==> config.mk <==
export PLATFORM = sky130hd
export DESIGN_NAME = schbp_top
export DESIGN_NICKNAME = d
export VERILOG_FILES = /design/src/hdl/schbp_top.v /design/src/hdl/schbp_edge.v /design/src/hdl/schbp_regs.v
export VERILOG_INCLUDE_DIRS = /design/src /design/src/hdl
export SDC_FILE = /design/constraint.sdc
export NUM_CORES = 1
export LEC_CHECK = 0
export CORE_ASPECT_RATIO = 2
export CORE_MARGIN = 4
export CORE_UTILIZATION = 44
export CTS_BUF_LIST = sky130_fd_sc_hd__clkbuf_4
export DETAILED_ROUTE_END_ITERATION = 10
export DONT_BUFFER_PORTS = 1
export PLACE_DENSITY = 0.7
export SLEW_MARGIN = 20
export SYNTH_ARGS = -nofsm -noshare
export SYNTH_HDL_FRONTEND = slang
export SYNTH_SLANG_ARGS = --single-unit
==> constraint.sdc <==
create_clock -name sys_clk -period 21.6 [get_ports sys_clk]
set_input_delay 3.24 -clock sys_clk [delete_from_list [all_inputs] [get_ports sys_clk]]
set_output_delay 3.24 -clock sys_clk [all_outputs]
set_load 0.02 [all_outputs]
==> src/hdl/schbp_defs.vh <==
// Constants for the host bus port of the dual-channel serial controller.
// Assumes inclusion by bare name from the design files of the block that use it.
`ifndef SCHBP_DEFS_VH
`define SCHBP_DEFS_VH
`define SCHBP_DATA_W 8
`define SCHBP_ADDR_W 6
`define SCHBP_ZERO8 8'h00
`define SCHBP_ZERO6 6'h00
`define SCHBP_ZERO3 3'h0
`define SCHBP_ONE3 3'h1
// Register indices that the port treats specially.
`define SCHBP_ADDR_RXQ 6'h1B
`define SCHBP_ADDR_TXQ 6'h1A
`define SCHBP_ADDR_GSR 6'h1F
`define SCHBP_ADDR_IVEC 6'h1C
// Wait mode encodings.
`define SCHBP_WAIT_OFF 2'h0
`define SCHBP_WAIT_RX 2'h1
`define SCHBP_WAIT_TX 2'h2
`define SCHBP_WAIT_BOTH 2'h3
// Acknowledge response kinds.
`define SCHBP_ACK_VEC 2'h0
`define SCHBP_ACK_CALL 2'h1
`define SCHBP_ACK_ZERO 2'h2
`define SCHBP_ACK_FLOAT 2'h3
`define SCHBP_CALL_OP 8'hCD
`define SCHBP_VEC_LOW_W 3
`define SCHBP_CNT_W 3
`define SCHBP_PRESCALE 3'h7
`endif

==> src/hdl/schbp_top.v <==
// Host parallel bus port: register select, tri-state data, strobes,
// wait ready, interrupt request and acknowledge vector.
// Assumes all host pins are synchronous to sys_clk; pins are split
// into input, output and enable since no wire is resolved here.
`timescale 1ns/1ps
`include "schbp_defs.vh"
module schbp_top (
   // Clock and reset.
   input wire sys_clk,
   input wire rst,
   // Host bus pins.
   input wire [5:0] reg_select_addr,
   input wire [7:0] host_data_bus_in,
   output reg [7:0] host_data_bus_out,
   output wire host_data_bus_oe,
   input wire host_read_strobe_n,
   input wire host_write_strobe_n,
   input wire chip_select_n,
   input wire interrupt_ack_n,
   input wire dma_ack_n,
   // Open-drain outputs: output held low, enable pulls.
   output wire wait_ready_n_out,
   output wire wait_ready_n_oe,
   output wire interrupt_request_n_out,
   output wire interrupt_request_n_oe,
   // Configuration.
   input wire [1:0] wait_mode,
   input wire vector_by_status,
   input wire [1:0] ack_kind,
   input wire dma_rx_dir,
   // Queue status and interrupt sources.
   input wire receive_queue_has_data,
   input wire transmit_queue_has_room,
   input wire [7:0] int_cond,
   input wire [7:0] int_enable,
   input wire [7:0] rx_queue_data,
   // Queue side strobes.
   output wire rx_queue_pop,
   output wire tx_queue_push,
   output reg [7:0] tx_queue_data,
   // Internal timing tick.
   output reg timing_tick
);
   // =====================================================================
   // Local state.
   localparam ST_IDLE = 3'b001;
   localparam ST_READ = 3'b010;
   localparam ST_WRITE = 3'b100;
   reg [2:0] state_reg;
   reg [2:0] state_next;
   reg wait_reg;
   reg [2:0] cnt_reg;
   reg [7:0] wr_latch_reg;
   reg [5:0] addr_latch_reg;
   wire rd_fall;
   wire rd_rise;
   wire wr_fall;
   wire wr_rise;
   wire [7:0] reg_rd_data;
   wire [7:0] pending;
   wire any_pending;
   wire cs_act;
   wire rd_act;
   wire ack_act;
   wire dma_act;
   wire wait_rx_on;
   wire wait_tx_on;
   wire rd_blocked;
   wire wr_blocked;
   wire reg_wr_pulse;
   wire rd_is_rxq;
   wire wr_is_txq;
   wire tx_take;
   reg cs_prev_reg;
   reg dma_prev_reg;
   reg [7:0] vector_val;
   reg [2:0] vec_code;
   integer k;

   // =====================================================================
   // Strobe edges.
   schbp_edge u_rd_edge (
      .sys_clk(sys_clk),
      .rst(rst),
      .strobe_n(host_read_strobe_n),
      .fall_pulse(rd_fall),
      .rise_pulse(rd_rise)
   );
   schbp_edge u_wr_edge (
      .sys_clk(sys_clk),
      .rst(rst),
      .strobe_n(host_write_strobe_n),
      .fall_pulse(wr_fall),
      .rise_pulse(wr_rise)
   );

   // Qualified strobes; no register read or write happens without chip select.
   // An acknowledge or DMA cycle drives the bus with select high, so those
   // terms are kept apart from the register path.
   assign cs_act = ~chip_select_n;
   assign rd_act = cs_act & ~host_read_strobe_n;
   assign ack_act = ~interrupt_ack_n;
   assign dma_act = ~dma_ack_n & dma_rx_dir & ~host_read_strobe_n;
   assign rd_is_rxq = (reg_select_addr == `SCHBP_ADDR_RXQ);
   assign wr_is_txq = (addr_latch_reg == `SCHBP_ADDR_TXQ);

   // =====================================================================
   // Blocking conditions for the wait modes.
   // Only the two queue addresses can stall; every other register answers at
   // once, so a wait mode never holds up a status or vector read.
   assign wait_rx_on = (wait_mode == `SCHBP_WAIT_RX) | (wait_mode == `SCHBP_WAIT_BOTH);
   assign wait_tx_on = (wait_mode == `SCHBP_WAIT_TX) | (wait_mode == `SCHBP_WAIT_BOTH);
   assign rd_blocked = wait_rx_on & rd_is_rxq & ~receive_queue_has_data;
   assign wr_blocked = wait_tx_on & (reg_select_addr == `SCHBP_ADDR_TXQ)
                       & ~transmit_queue_has_room;

   // Cycle tracker; a write is held until its room opens up.
   // A strobe that falls without select leaves the tracker idle, so the
   // matching rise is ignored as well.
   always @* begin
      state_next = state_reg;
      case (state_reg)
         ST_IDLE: begin
            if (cs_act && rd_fall) begin
               state_next = ST_READ;
            end else if (cs_act && wr_fall) begin
               state_next = ST_WRITE;
            end
         end
         ST_READ: begin
            if (rd_rise) begin
               state_next = ST_IDLE;
            end
         end
         ST_WRITE: begin
            if (wr_rise) begin
               state_next = ST_IDLE;
            end
         end
         default: begin
            state_next = ST_IDLE;
         end
      endcase
   end

   // State, wait flag and write latch; reset needs no clock edge.
   always @(posedge sys_clk or posedge rst) begin
      if (rst) begin
         state_reg <= ST_IDLE;
         wait_reg <= 1'b0;
         wr_latch_reg <= `SCHBP_ZERO8;
         addr_latch_reg <= `SCHBP_ZERO6;
      end else begin
         state_reg <= state_next;
         if (state_reg == ST_IDLE && cs_act && rd_fall) begin
            wait_reg <= rd_blocked;
         end else if (state_reg == ST_IDLE && cs_act && wr_fall) begin
            wait_reg <= wr_blocked;
         end else if (state_reg == ST_READ && wait_reg && !rd_blocked) begin
            wait_reg <= 1'b0;
         end else if (state_reg == ST_WRITE && wait_reg && !wr_blocked) begin
            wait_reg <= 1'b0;
         end else if (state_reg == ST_IDLE || wait_mode == `SCHBP_WAIT_OFF) begin
            wait_reg <= 1'b0;
         end
         if (state_reg == ST_WRITE || (state_reg == ST_IDLE && cs_act && wr_fall)) begin
            wr_latch_reg <= host_data_bus_in;
            addr_latch_reg <= reg_select_addr;
         end
      end
   end

   // Ready is only pulled during an active, blocked cycle.
   assign wait_ready_n_out = 1'b0;
   assign wait_ready_n_oe = wait_reg & (state_reg != ST_IDLE)
                            & (wait_mode != `SCHBP_WAIT_OFF);

   // =====================================================================
   // Register file; capture at the write strobe rising edge.
   // Select is qualified from the last cycle in which the strobe was low.
   assign reg_wr_pulse = (state_reg == ST_WRITE) & wr_rise & cs_prev_reg & ~wr_is_txq;
   schbp_regs u_regs (
      .sys_clk(sys_clk),
      .rst(rst),
      .wr_pulse(reg_wr_pulse),
      .wr_addr(addr_latch_reg),
      .wr_data(wr_latch_reg),
      .rd_addr(reg_select_addr),
      .rd_data(reg_rd_data)
   );

   // Select and DMA acknowledge as they stood in the last cycle of the strobe.
   // The trailing edge is seen in the first cycle the pin is high, and a host that
   // lifts select together with its strobe must not lose the transfer, so the
   // qualifier comes from the cycle before the edge is reported.
   always @(posedge sys_clk or posedge rst) begin
      if (rst) begin
         cs_prev_reg <= 1'b0;
         dma_prev_reg <= 1'b0;
      end else begin
         cs_prev_reg <= cs_act;
         dma_prev_reg <= ~dma_ack_n & dma_rx_dir;
      end
   end

   // Queue strobes happen at the trailing edge so one cycle moves one byte.
   // A write that was stalled pushes only after its ready has been released.
   assign tx_take = (state_reg == ST_WRITE) & wr_rise & cs_prev_reg & wr_is_txq;
   assign tx_queue_push = tx_take & ~wait_reg;
   // The DMA pop uses the acknowledge of the previous cycle: by the time the
   // read strobe's rise is reported, the pin-level acknowledge may be gone.
   assign rx_queue_pop = ((state_reg == ST_READ) & rd_rise & rd_is_rxq & ~wait_reg)
                         | (dma_prev_reg & rd_rise);
   always @(posedge sys_clk or posedge rst) begin
      if (rst) begin
         tx_queue_data <= `SCHBP_ZERO8;
      end else if (tx_take) begin
         tx_queue_data <= wr_latch_reg;
      end
   end

   // =====================================================================
   // Interrupts: pending causes and the open-drain request.
   assign pending = int_cond & int_enable;
   assign any_pending = |pending;
   assign interrupt_request_n_out = 1'b0;
   assign interrupt_request_n_oe = any_pending;

   // Vector code is the index of the highest pending cause.
   always @* begin
      vec_code = `SCHBP_ZERO3;
      for (k = 0; k < `SCHBP_DATA_W; k = k + 1) begin
         if (pending[k]) begin
            vec_code = k[2:0];
         end
      end
   end

   // Fixed vector, or its low bits replaced by the cause code.
   always @* begin
      if (vector_by_status) begin
         vector_val = {reg_rd_data[7:`SCHBP_VEC_LOW_W], vec_code};
      end else begin
         vector_val = reg_rd_data;
      end
   end

   // =====================================================================
   // Data bus drive. The vector register is read during acknowledge,
   // so the address must point at it; this keeps one read port only.
   assign host_data_bus_oe = (rd_act & ~ack_act)
                             | (ack_act & any_pending & (ack_kind != `SCHBP_ACK_FLOAT))
                             | dma_act;

   always @(posedge sys_clk or posedge rst) begin
      if (rst) begin
         host_data_bus_out <= `SCHBP_ZERO8;
      end else if (ack_act) begin
         case (ack_kind)
            `SCHBP_ACK_VEC: host_data_bus_out <= vector_val;
            `SCHBP_ACK_CALL: host_data_bus_out <= `SCHBP_CALL_OP;
            default: host_data_bus_out <= `SCHBP_ZERO8;
         endcase
      end else if (dma_act || (rd_act && rd_is_rxq)) begin
         host_data_bus_out <= rx_queue_data;
      end else if (reg_select_addr == `SCHBP_ADDR_GSR) begin
         host_data_bus_out <= pending;
      end else begin
         host_data_bus_out <= reg_rd_data;
      end
   end

   // =====================================================================
   // Timing tick from the device clock, feeding bit rate logic elsewhere.
   // The tick is registered so that no consumer sees a decode glitch.
   always @(posedge sys_clk or posedge rst) begin
      if (rst) begin
         cnt_reg <= `SCHBP_ZERO3;
         timing_tick <= 1'b0;
      end else begin
         cnt_reg <= cnt_reg + `SCHBP_ONE3;
         timing_tick <= (cnt_reg == `SCHBP_PRESCALE);
      end
   end
endmodule

==> src/hdl/schbp_edge.v <==
// Edge detector for an active-low strobe already synchronous to sys_clk.
// Assumes the strobe is free of glitches and idles high.
`timescale 1ns/1ps
module schbp_edge (
   // Clock and reset.
   input wire sys_clk,
   input wire rst,
   // Strobe in and edge pulses out.
   input wire strobe_n,
   output wire fall_pulse,
   output wire rise_pulse
);
   reg prev_reg;
   // =====================================================================
   // Previous level, idle high after reset.
   always @(posedge sys_clk or posedge rst) begin
      if (rst) begin
         prev_reg <= 1'b1;
      end else begin
         prev_reg <= strobe_n;
      end
   end
   // Pulses last one cycle each.
   assign fall_pulse = prev_reg & ~strobe_n;
   assign rise_pulse = ~prev_reg & strobe_n;
endmodule

==> src/hdl/schbp_regs.v <==
// Register array reached through the host port.
// Assumes writes come as one-cycle pulses from the bus port.
`timescale 1ns/1ps
`include "schbp_defs.vh"
module schbp_regs (
   // Clock and reset.
   input wire sys_clk,
   input wire rst,
   // Access.
   input wire wr_pulse,
   input wire [5:0] wr_addr,
   input wire [7:0] wr_data,
   input wire [5:0] rd_addr,
   output wire [7:0] rd_data
);
   reg [7:0] mem_reg [0:63];
   genvar i;
   // =====================================================================
   // One entry per register; reset clears each one.
   generate
      for (i = 0; i < 64; i = i + 1) begin : g_ent
         localparam [5:0] ENT_IDX = i;
         always @(posedge sys_clk or posedge rst) begin
            if (rst) begin
               mem_reg[i] <= `SCHBP_ZERO8;
            end else if (wr_pulse && wr_addr == ENT_IDX) begin
               mem_reg[i] <= wr_data;
            end
         end
      end
   endgenerate
   assign rd_data = mem_reg[rd_addr];
endmodule

; ---- After elaboration in Yosys (flattened, before gate mapping)
; Index checks and enable logic that the tools add are counted.
[op_classes]
add_sub_neg = 1
n_mux = 25
n_bitwise = 43
reduce_logical = 86
n_lt_le_gt_ge = 1
n_eq_ne = 79
[ops]
columns = operator, n
row1 = $eq 6x6->1 const B, 32
row2 = $eq 6x5->1 const B, 19
row3 = $logic_and 1x1->1, 74
row4 = $bmux 8 s6, 1
row5 = $eq 6x4->1 const B, 8
row6 = $mux 8, 5
row7 = $mux 3, 11
row8 = $and 1x1->1, 25
row9 = $eq 6x3->1 const B, 4
row10 = $pmux 8 s2, 1
row11 = $eq 6x2->1 const B, 2
row12 = $not 1->1, 11
row13 = $pmux 3 s3, 1
row14 = $and 8x8->8, 1
row15 = $reduce_or 8->1, 1
row16 = $ge 7x7->1 const B, 1
row17 = $not 6->7, 1
row18 = $eq 3x3->1 const B, 2
row19 = $eq 6x1->1 const B, 1
row20 = $logic_not 6->1, 1
row21 = $mux 1, 6
row22 = $ne 2x2->1 const B, 3
row23 = $or 1x1->1, 5
row24 = $reduce_bool 5->1, 1
row25 = other kinds (12), 18
[totals]
reg_bits = 554
input_bits = 53
output_inout_bits = 24
wordCells = 311

; ---- Depth between registers and ports, before layout
[depth]
word_depth = 11
ltp_mapped = 11
depth_no_buf = 6

; ---- Modules after synthesis
; From an unflattened synthesis, not the netlist that was laid out.
[unflattened]
cells_unflattened = 1710
hier_area_um2 = 25730.9
[modules_own_cells]
columns = module, seq_area_each_um2, cells_each, area_per_inst_um2, n_inst
row1 = schbp_regs, 12812.3, 1515, 23496.3, 1
row2 = schbp_top, 1002.2, 187, 2144.6, 1
row3 = schbp_edge, 26.3, 4, 45.0, 2

; ---- Worst setup path before layout
; Ideal clock, no wire load.
[synth_timing]
path_type = input to output
start = in host_write_strobe_n
end = out tx_queue_push
stages = 4
arrival_ns = 4.353
path_buffers = 0
setup_slack_ns = 14.007
required_time_ns = 18.360
cell_sequence = nand2b_1 > nor4_1 > nand4_1 > nor2_1
[synth_between]
elab_chain_len = 5
[synth_rtl]
columns = item, line_no
row1 = start: declaration, schbp_top.v:17  ; input wire host_write_strobe_n,
row2 = $and 1x1->1, schbp_edge.v:25  ; assign rise_pulse = ~prev_reg & strobe_n;
row3 = $and 1x1->1 (3 in a row), schbp_top.v:208  ; assign tx_take = (state_reg == ST_WRITE) & wr_rise & cs_prev_reg & wr_is_txq;
row4 = $and 1x1->1, schbp_top.v:209  ; assign tx_queue_push = tx_take & ~wait_reg;
row5 = end: declaration, schbp_top.v:39  ; output wire tx_queue_push,
; Every way passes these cells.

; ---- Worst setup path in the final report
; Same ends and word-level chain as after synthesis.

==> flow_summary.ini <==
[logic_synthesis]
postSynthCellCount = 1790
synth_top_family_by_area = multiplexers
synth_top_flop_cell = dfrtp_1
ys_seq_area_frac = 0.535
synthArstFlopShare = 1.00
synth_area_leaders = dfrtp_1, mux2_2, mux4_2, mux2i_1, clkbuf_1
synthDistinctLibCells = 64
syn-mean-instance-area_um2 = 14.5
synth_fa_ha_area_frac = 0.000965
netlist.area_leader.share = 0.532
ys_seq_elements = 554
yosysTopAreaCell = dfrtp_1
synth.most_common_cell = dfrtp_1
syn_area_um2 = 25900
yosys.area_share.simple = 0.0495
synth_mux_area_frac = 0.352
synth-edff-count = 0
yosysWarnings = 0
synth_common_cells = dfrtp_1, mux2_2, mux4_2, clkbuf_1, mux2i_1
synth-compound-area-share = 0.0364
synth_xor_area_frac = 0

[sta]
rsz0062_at_grt = false
finalSetupViolCount = 0
skew_ps = 68.3
slew_headroom = 0.199
fin_crit_ps = 8040
fmax_mhz = 124
finalWorstSetupSlack_ps = 13560
worst_pin_slew_ps = 1200
hold_violations = 0
setup_tns_ps = 0
post-route-period-util = 0.372
drv_slew = 0

[clock_tree]
cts_buffers = 121
clkLatencyLatePin_ps = 910
clock_path_buffers = 3
cts.sinks = 554
cts_tree = done
post_cts_resize_count = 0
post-cts-setup-buffers = 0
path_clk_slew_ps = 70
cts-htree-levels = 3
cts_root_buf = clkbuf_4
hold_buffers = 0

[place]
place.gp.congestion = 0.939
dpl.hpwl_mm = 42.6
numPortBuffers = 0
numPlacedInstances = 2426
dp_slack_ps = 13490

[critical_path]
crit_type = primary input to primary output
r2r_start = state_reg[1]
end_kind = primary output
cp-start-kind = primary input
ff2ff_setup_slack_ps = 17920
worstReg2RegEnd = u_regs.mem_reg[36]
cp_slowest_cell = nand4_1
cp.required_ps = 18360
worst-path-max-fanout = 9
reg2reg_depth = 5
path_cells = nand2b_1 > nor4_1 > nand4_1 > nor2_1
worstPathArrival_ps = 4800
slowest_delay_ps = 570

[pwr]
p_seq_frac = 0.511
irDropWorstVdd_mv = 0.0459
pwr_density_cell_nw_per_um2 = 75.5
p_switching_uw = 613
combinationalPowerShare = 0.111
p_clk_frac = 0.378
swShare = 0.291
p_leak_nw = 13.4
total_power_mw = 2.11
p_int_mw = 1.50

[global_routing]
grt_pass1_wl_mm = 103
grt_pass1_vias = 17000
antenna_found_initial = 1
track_usage = 0.211
grt-ovfl-total = 0
grt_max_degree = 127

[worst_hold_path]
hold_start = u_regs.mem_reg[301]
holdPathEnd = u_regs.mem_reg[301]
min_delay_path_depth = 0
hold_class = register to register

[final_layout]
largest_reg_flops = 512
syn2layout_area_growth_pct = 7.72
layout.cells.non_filler = 2636
n_fill_cell = 5027
drive_gt1_frac = 0.478
final_nets = 1842

[route]
dr.pass1.iters = 5
drc = 0
final_antenna_net_count = 0
wl_per_cell_um = 25.1
drt_iter0_drc = 903
vias = 15600
routed_via_density = 5.91
wl_mm = 66.1

[floorplan]
fp.dieW_um = 180
num_io_pins = 77
core_area_um2 = 58200
start_util = 0.446
floorplan.die_area_um2 = 63100
die_h_um = 351
rows = 125

[run]
drv_cap = 0

[run_status]
outcome = finished, final reports clean
## worst max path at each step
stage	slack (ps)	cells past startpoint	endpoint	from
after floorplan	2870	1	addr_latch_reg[0]	rst
after global placement	13620	4	tx_queue_push	host_write_strobe_n
after detailed placement	13490	4	tx_queue_push	host_write_strobe_n
after CTS	13500	4	tx_queue_push	host_write_strobe_n
after global routing	13320	4	tx_queue_push	host_write_strobe_n
final	13560	4	tx_queue_push	host_write_strobe_n
## final cells by class
cell class / instances / area [um^2] / area share
diodes: 1 / 2.50 / 0.0000896
repair buffers: 17 / 135 / 0.00484
clock inverters: 28 / 160 / 0.00573
inverters: 8 / 37.5 / 0.00134
clock buffers: 181 / 1360 / 0.0486
flip-flops and latches: 554 / 13900 / 0.497
well taps: 762 / 953 / 0.0341
multi-input cells: 1085 / 11400 / 0.408
## worst max-delay path: cells and delay by family
family	cells	cell delay [ps]
and+or+nand+nor	4	1560
## per-layer routing
layer	vias to the layer above	wire, um	global-route usage
met2	488	35900	0.391
met5	-	0	0
met1	8229	23500	0.225
met4	0	3850	0.117
li1	6691	-	-
met3	162	2850	0.0381
## per-stage QoR
| stage | hold WS, ps | utilization | area [um^2] |
|---|---|---|---|
| final | 381 | 0.480 | 27900 |
| after global routing | 390 | 0.480 | 27900 |
| after CTS | 380 | 0.480 | 27900 |
| after detailed placement | 364 | 0.454 | 26400 |
| after global placement | 360 | 0.454 | 26400 |
| after floorplan | 401 | - | 25900 |
## placed cells by master, fill, tap and decap left out, types with 17 or more instances in the layout
cell type and n:
a21oi_1 26, a22oi_1 22, clkbuf_4 181, clkinv_1 21, dfrtp_1 543, mux2_2 529
mux2i_1 82, mux4_2 102, nand2_1 37, nand3_1 38, nor2_1 42, nor2_2 17
o21ai_0 19
## kinds of logic after synthesis
logic type | count (synthesis)
multiplexers | 718
flip-flops | 554
AND/OR/NAND/NOR | 229
buffers and inverters | 152
AO/OA/AOI/OAI | 134
adder cells (fa/ha/maj) | 2
other | 1
## power by group through the flow
stage               Sequential, mW  Combinational (mW)  Clock, mW
floorplan                     1.08               0.179          0
global placement              1.10               0.227          0
detailed placement            1.10               0.233          0
CTS                           1.08               0.234      0.823
global route                  1.08               0.248      0.872
finish                        1.08               0.233      0.797
(Power assumes the default switching activity.)
